`config.mk`:
```
export PLATFORM = sky130hd
export DESIGN_NAME = host_bus_port
export DESIGN_NICKNAME = d
export VERILOG_FILES = /design/src/host_port_pkg.sv /design/src/strobe_edge.sv /design/src/host_bus_port.sv
export SDC_FILE = /design/constraint.sdc
export NUM_CORES = 1
export LEC_CHECK = 0
export BUFFER_PORTS_ARGS = -buffer_cell sky130_fd_sc_hd__clkbuf_2
export CAP_MARGIN = 5
export CORE_MARGIN = 5
export CORE_UTILIZATION = 46
export CTS_BUF_LIST = sky130_fd_sc_hd__clkbuf_2 sky130_fd_sc_hd__clkbuf_4 sky130_fd_sc_hd__clkbuf_8
export CTS_CLUSTER_SIZE = 24
export DETAILED_ROUTE_END_ITERATION = 10
export PLACE_DENSITY = 0.81
export SETUP_SLACK_MARGIN = 0.1
export SLEW_MARGIN = 10
export SYNTH_ARGS = -nofsm -noshare
export SYNTH_HDL_FRONTEND = slang
export SYNTH_SLANG_ARGS = --single-unit
```
`constraint.sdc`:
```
create_clock -name ref_clk -period 1.1 [get_ports ref_clk]
set_input_delay 0.055 -clock ref_clk [delete_from_list [all_inputs] [get_ports ref_clk]]
set_output_delay 0.055 -clock ref_clk [all_outputs]
set_load 0.02 [all_outputs]
```
`src/host_port_pkg.sv`:
```
/*
 Constants for the eight-channel serial device host bus port: address field
 layout, bus-style strap encoding and read/write direction codes.
 Assumes nothing of its surroundings; imported whole by host_bus_port and the verification modules.
*/
package host_port_pkg;

   // ==========================================================
   // Address and data layout
   // ==========================================================
   localparam int ADDR_W        = 8;   // Host address width
   localparam int DATA_W        = 8;   // Host data width
   localparam int REG_SEL_LSB   = 0;   // Register select field low bit
   localparam int REG_SEL_W     = 4;   // Sixteen registers per channel
   localparam int CHAN_SEL_LSB  = 4;   // Channel select field low bit
   localparam int CHAN_SEL_W    = 3;   // Eight channels
   localparam int GLOBAL_BIT    = 7;   // Global register space select
   localparam int NUM_CHAN      = 8;   // Channel count

   // ==========================================================
   // Strap and direction encodings
   // ==========================================================
   localparam logic STYLE_SPLIT  = 1'b1; // Separate read and write strobes
   localparam logic STYLE_SINGLE = 1'b0; // One strobe plus direction line
   localparam logic DIR_READ     = 1'b1; // Direction line high means read
   localparam logic DIR_WRITE    = 1'b0; // Direction line low means write

   // Access phase of the port
   typedef enum logic [1:0] {
      ST_IDLE  = 2'b00,
      ST_READ  = 2'b01,
      ST_WRITE = 2'b10
   } access_state_e;

endpackage : host_port_pkg

```
`src/strobe_edge.sv`:
```
/*
 Edge detector for one active-low host strobe after conditioning.
 Assumes the strobe level is already synchronous to ref_clk.
*/
`timescale 1ns/1ps
module strobe_edge (
   input  wire logic ref_clk,    // Device clock
   input  wire logic rst_sync_n, // Synchronised reset
   input  wire logic level_n,    // Active-low strobe level
   output logic      fall,       // One-cycle pulse on assertion
   output logic      rise        // One-cycle pulse on release
);
   logic prev_reg; // Level seen last cycle

   // ==========================================================
   // History register
   // ==========================================================
   // Idles high so no spurious edge leaves reset
   always_ff @(posedge ref_clk or negedge rst_sync_n) begin
      if (!rst_sync_n) begin
         prev_reg <= 1'b1;
      end else begin
         prev_reg <= level_n;
      end
   end

   assign fall = prev_reg & ~level_n; // High to low
   assign rise = ~prev_reg & level_n; // Low to high
endmodule : strobe_edge

```
`src/host_bus_port.sv`:
```
/*
 Host parallel bus port of an eight-channel serial device: decodes the host
 address into channel, register and global space, runs read and write cycles
 in either host bus style, drives the shared data bus and the open-drain
 interrupt line.
 Assumes host pins are synchronous to ref_clk and that the register file
 behind the port answers rd_data combinationally from the decoded address.
*/
`timescale 1ns/1ps
module host_bus_port
   import host_port_pkg::*;
#(
   parameter int NCHAN = NUM_CHAN // Channels feeding the interrupt line
) (
   input  wire logic                  ref_clk,         // 250 MHz device clock
   input  wire logic                  rst_n,           // Asynchronous reset
   input  wire logic                  bus_style,       // Strap: 1 split, 0 single
   input  wire logic [ADDR_W-1:0]     host_addr,       // Host address
   input  wire logic                  chip_select_n,   // Chip select or strobe
   input  wire logic                  read_strobe_n,   // Read strobe
   input  wire logic                  write_strobe_n,  // Write strobe or direction
   input  wire logic [DATA_W-1:0]     host_data_in,    // Data bus level
   output logic      [DATA_W-1:0]     host_data_out,   // Data bus drive value
   output logic                       host_data_oe,    // Data bus drive enable
   input  wire logic [NCHAN-1:0]      chan_irq,        // Per-channel interrupt
   output logic                       irq_n_out,       // Interrupt pin value
   output logic                       irq_n_oe,        // Interrupt pin pull enable
   output logic      [CHAN_SEL_W-1:0] chan_sel,        // Decoded channel
   output logic      [REG_SEL_W-1:0]  reg_sel,         // Decoded register
   output logic                       global_sel,      // Global space selected
   output logic                       rd_start,        // Read begins
   input  wire logic [DATA_W-1:0]     rd_data,         // Byte from register file
   output logic                       wr_start,        // Write cycle begins
   output logic                       wr_commit,       // Write byte valid
   output logic      [DATA_W-1:0]     wr_data          // Latched write byte
);

   // ==========================================================
   // Reset release
   // ==========================================================
   logic rst_meta_reg; // First reset stage
   logic rst_sync_n;   // Released reset used everywhere

   // Asserts at once, releases after two edges
   always_ff @(posedge ref_clk or negedge rst_n) begin
      if (!rst_n) begin
         rst_meta_reg <= 1'b0;
         rst_sync_n   <= 1'b0;
      end else begin
         rst_meta_reg <= 1'b1;
         rst_sync_n   <= rst_meta_reg;
      end
   end

   // ==========================================================
   // Strobe conditioning per bus style
   // ==========================================================
   wire split_style = (bus_style == STYLE_SPLIT);
   // Split style gates each strobe with chip select
   wire rd_lvl_split_n = read_strobe_n | chip_select_n;
   wire wr_lvl_split_n = write_strobe_n | chip_select_n;
   // Single style: chip select strobes, write pin gives direction
   wire dir_is_read    = (write_strobe_n == DIR_READ);
   wire rd_lvl_one_n   = chip_select_n | ~dir_is_read;
   wire wr_lvl_one_n   = chip_select_n | dir_is_read;
   // Read strobe pin is ignored in single style; host ties it high
   wire rd_lvl_n = split_style ? rd_lvl_split_n : rd_lvl_one_n;
   wire wr_lvl_n = split_style ? wr_lvl_split_n : wr_lvl_one_n;

   logic rd_fall; // Read access begins
   logic rd_rise; // Read access ends
   logic wr_fall; // Write access begins
   logic wr_rise; // Write access ends

   // Edge detection for read access
   strobe_edge u_rd_edge (
      .ref_clk    (ref_clk),
      .rst_sync_n (rst_sync_n),
      .level_n    (rd_lvl_n),
      .fall       (rd_fall),
      .rise       (rd_rise)
   );

   // Edge detection for write access
   strobe_edge u_wr_edge (
      .ref_clk    (ref_clk),
      .rst_sync_n (rst_sync_n),
      .level_n    (wr_lvl_n),
      .fall       (wr_fall),
      .rise       (wr_rise)
   );

   // ==========================================================
   // Address decode
   // ==========================================================
   // Field extraction applied to the captured address
   function automatic logic [REG_SEL_W-1:0] reg_field(input logic [ADDR_W-1:0] a);
      reg_field = a[REG_SEL_LSB +: REG_SEL_W];
   endfunction : reg_field

   function automatic logic [CHAN_SEL_W-1:0] chan_field(input logic [ADDR_W-1:0] a);
      chan_field = a[CHAN_SEL_LSB +: CHAN_SEL_W];
   endfunction : chan_field

   logic [ADDR_W-1:0] addr_reg; // Address held for the access

   // ==========================================================
   // Access state machine
   // ==========================================================
   access_state_e state_reg;  // Current phase
   access_state_e state_next; // Next phase

   // Falling edges open an access, rising edges close it
   always_comb begin
      state_next = state_reg;
      case (state_reg)
         ST_IDLE: begin
            if (rd_fall) begin
               state_next = ST_READ;
            end else if (wr_fall) begin
               state_next = ST_WRITE;
            end
         end
         ST_READ: begin
            if (rd_rise) begin
               state_next = ST_IDLE;
            end
         end
         ST_WRITE: begin
            if (wr_rise) begin
               state_next = ST_IDLE;
            end
         end
         default: begin
            state_next = ST_IDLE;
         end
      endcase
   end

   wire open_rd = (state_reg == ST_IDLE) && rd_fall;
   wire open_wr = (state_reg == ST_IDLE) && !rd_fall && wr_fall;
   wire close_wr = (state_reg == ST_WRITE) && wr_rise;

   // State register and address capture at access start
   always_ff @(posedge ref_clk or negedge rst_sync_n) begin
      if (!rst_sync_n) begin
         state_reg <= ST_IDLE;
         addr_reg  <= '0;
      end else begin
         state_reg <= state_next;
         if (open_rd || open_wr) begin
            addr_reg <= host_addr;
         end
      end
   end

   // Decoded selects follow the address of the open access
   assign reg_sel    = reg_field(addr_reg);
   assign chan_sel   = chan_field(addr_reg);
   assign global_sel = addr_reg[GLOBAL_BIT];
   assign rd_start   = open_rd;
   assign wr_start   = open_wr;

   // ==========================================================
   // Data path
   // ==========================================================
   logic [DATA_W-1:0] rd_byte_reg;   // Byte driven on reads
   logic              drive_reg;     // Bus drive enable
   logic              wr_commit_reg; // Write commit pulse

   // Read byte loads one cycle after start so rd_data sees the new address;
   // write byte latched from the bus on the closing edge
   always_ff @(posedge ref_clk or negedge rst_sync_n) begin
      if (!rst_sync_n) begin
         rd_byte_reg   <= '0;
         drive_reg     <= 1'b0;
         wr_data       <= '0;
         wr_commit_reg <= 1'b0;
      end else begin
         drive_reg     <= (state_next == ST_READ);
         wr_commit_reg <= close_wr;
         if (state_reg == ST_READ) begin
            rd_byte_reg <= rd_data;
         end
         if (close_wr) begin
            wr_data <= host_data_in;
         end
      end
   end

   assign host_data_out = rd_byte_reg;
   assign host_data_oe  = drive_reg;
   assign wr_commit     = wr_commit_reg;

   // ==========================================================
   // Interrupt line
   // ==========================================================
   logic irq_reg; // Any channel requesting

   // Combine all channels; pin only ever pulls low
   always_ff @(posedge ref_clk or negedge rst_sync_n) begin
      if (!rst_sync_n) begin
         irq_reg <= 1'b0;
      end else begin
         irq_reg <= |chan_irq;
      end
   end

   assign irq_n_out = 1'b0;     // Drive value is always low
   assign irq_n_oe  = irq_reg;  // Released otherwise for pull-up

endmodule : host_bus_port

```
==> results by group <==
Outcome
  • Outcome: complete, but fails checks
  • Violated checks: setup timing

Critical path
  • CP delay by family, top: buffers and inverters
  • Slowest CP cell: dfrtp_2
  • WP data arrival: 1730 ps
  • Worst Path Buf+Inv: 4
  • Worst r2r path cells: 6
  • Flop-to-flop setup slack: -400 ps
  • Worst Path Required: 1330 ps
  • Reg-to-reg endpoint: host_data_out[6]
  • Most frequent CP cell: buf_6
  • CP peak stage delay: 470 ps
  • R2R Path Start: state_reg[0]
  • Crit path depth: 6
  • Worst Setup End Kind: flop
  • Critical setup path kind: reg2reg
  • Crit-path max FO: 8
  • Worst Setup Start Kind: flop
  • Cell Chain, Critical Path: buf_4 -> buf_6 -> buf_6 -> nor2b_4 -> buf_8 -> mux2_4

Clocking
  • H-tree levels: 2
  • Skew-Pair Late Insertion Delay: 350 ps
  • CTS clk-pin slew, worst paths: 100 ps
  • Clock sinks: 33
  • Clk buf depth: 2
  • CTS Root Cell: clkbuf_4
  • Num CTS Buffers: 5
  • CTS tree: built

Layout
  • Area Growth Syn to Fin: 88.4%
  • Fillcell total: 110
  • Layout cells sized above 1: 62.8%
  • # diodes: 0
  • Fin cells: 246
  • Final nets: 252
  • Core Util, Final: 90.2%

Global routing
  • Initial antenna violation count: 0
  • Largest net degree at the start of global routing: 17
  • Total track usage: 22.3%
  • Congestion Overflow GR: 0
  • First-pass GRT wire length: 6970 um
  • Vias in the first global route: 1374

Yosys
  • Number of synthesized flops with an enable pin: 0
  • Area contributors post-synth: dfrtp_1 (59%), mux2_2 (14%), mux2_4 (9.2%)
  • Mean Syn Cell Area: 15.4 um2
  • Synth unique cells: 23
  • Ys Warns: 0
  • Cell taking the most area after synthesis: dfrtp_1
  • Register area share after synthesis: 63.3%
  • Post-Syn Area: 1310 um2
  • Fraction of registers with async set/reset: 100%
  • Top FF cell, synth: dfrtp_1
  • Synth cell count leaders: dfrtp_1 (31), mux2_2 (16), mux2_4 (8)
  • #FFs+latches synth: 33
  • Post-synthesis cell count: 85
  • Count leader, synth: dfrtp_1
  • Top-area cell type share of the netlist area: 59.3%
  • Syn nets: 123

Timing
  • Final Setup Violations: 30
  • Fmax: 0.668 GHz
  • Hold Vio Cnt, Final: 0
  • Final Skew: 11.7 ps
  • Slew Limit Fails: 0
  • Unrepaired setup endpoints after global routing: yes
  • Hold WS: 28.2 ps
  • Period Utilization, post-route: 136%
  • Tmin final: 1500 ps
  • Worst Slack Setup Final: -398 ps

Power and ir drop
  • Power per cell area: 2300 nW/um2
  • Max IR drop VDD: 2.43 mV
  • Pleak: 1.25 nW

Job
  • Max-cap violations: 0

Placed design
  • Post-Place Cells: 193
  • PortBufs: 66
  • GPL Wtd Cong: 0.899

Worst hold path
  • Hold Path Class: in2async

Route
  • DR vias/cell: 4.89
  • Initial drt markers: 25
  • Routed WL: 4360 um
  • Per-cell routed wire length: 17.7 um
  • DR vias: 1203
  • # DRC: 0
  • First-pass DRT Iterations: 4
  • Post-route ant nets: 0

Floorplanning
  • # rows: 19
  • CORE AREA: 2730 um2
  • Horiz. Die Dim: 63.3 um
  • Die ar.: 4010 um2
  • Num ports: 68
  • Initial Util: 47.9%
  • Die Span Y: 63.3 um
[metal layers]
layer / track usage (%) / wire length, um / vias up
li1: - / - / 548
met1: 23.6 / 1570 / 592
met2: 42.0 / 2460 / 57
met3: 7.28 / 285 / 6
met4: 4.94 / 47 / 0
met5: 0 / 0 / -
[worst register-to-register path, delay by kind of cell (launching register included)]
kind | cells | cell delay (ps)
buffers and inverters | 4 | 510
flip-flops | 1 | 470
multiplexers | 1 | 300
AND/OR/NAND/NOR | 1 | 120
[report_power, final]
| part | internal (mW) | total [mW] | switching (mW) |
|---|---|---|---|
| combinational | 1.37 | 2.53 | 1.16 |
| sequential | 1.67 | 1.99 | 0.327 |
| clock | 0.704 | 1.15 | 0.442 |
| total | 3.74 | 5.67 | 1.93 |
[cell usage in the layout (no fill, tap or decap), types with 3 or more instances in the layout]
| cell type | synthesis | routed |
|---|---|---|
| clkbuf_2 | 0 | 59 |
| dlygate4sd3_1 | 0 | 33 |
| mux2_4 | 8 | 24 |
| clkbuf_4 | 0 | 5 |
| buf_6 | 1 | 8 |
| a21oi_1 | 3 | 3 |
| buf_4 | 1 | 18 |
| dfrtp_1 | 31 | 30 |
[how the worst max path moves through the flow]
stage	from	end	slack, ps
after floorplan	state_reg[0]	wr_data[0]	-300
after global placement	u_wr_edge.prev_reg	addr_reg[2]	-330
after detailed placement	u_wr_edge.prev_reg	addr_reg[0]	-350
after CTS	state_reg[0]	wr_start	-380
after global routing	state_reg[0]	wr_start	-460
final	state_reg[0]	host_data_out[6]	-400
[cells by family after synthesis]
group / count (synthesis) / share of synthesized area (%)
AOI/OAI and AO/OA: 9 / 4.30
buffers and inverters: 5 / 2.39
DFF: 33 / 63.3
muxes: 24 / 22.9
other: 2 / 0.574
and+or+nand+nor: 12 / 6.50
[timing repair]
| item | 4_1_cts | 5_1_grt |
|---|---|---|
| setup endpoints to repair | 29 | 37 |
| buffers inserted | 4 | 7 |
| hold buffers | 33 | 0 |
| pin swaps | 3 | 2 |
| gates cloned | 1 | 0 |
| endpoints found under the hold margin | 27 | 0 |
| resized for setup | 19 | 20 |
[final cells by class]
| type | instances | area (um2) | area share (%) |
|---|---|---|---|
| clock buffers | 5 | 37.5 | 1.52 |
| clock inverters | 3 | 65.1 | 2.64 |
| inverters | 2 | 7.51 | 0.304 |
| multi-input cells | 47 | 543 | 22.0 |
| flip-flops and latches | 33 | 830 | 33.6 |
| well taps | 31 | 38.8 | 1.57 |
| repair buffers | 125 | 945 | 38.3 |
[metrics by stage]
stage | setup TNS, ps | total power, mW | instance area (um2) | worst slack, ps
floorplan | -5140 | 3.23 | 1350 | -303
global placement | -6020 | 3.89 | 1810 | -327
detailed placement | -6960 | 3.95 | 1810 | -355
CTS | -8220 | 5.31 | 2360 | -384
global route | -11320 | 5.93 | 2470 | -457
finish | -9570 | 5.67 | 2470 | -398
No activity file was read; power rests on OpenSTA's default activity.
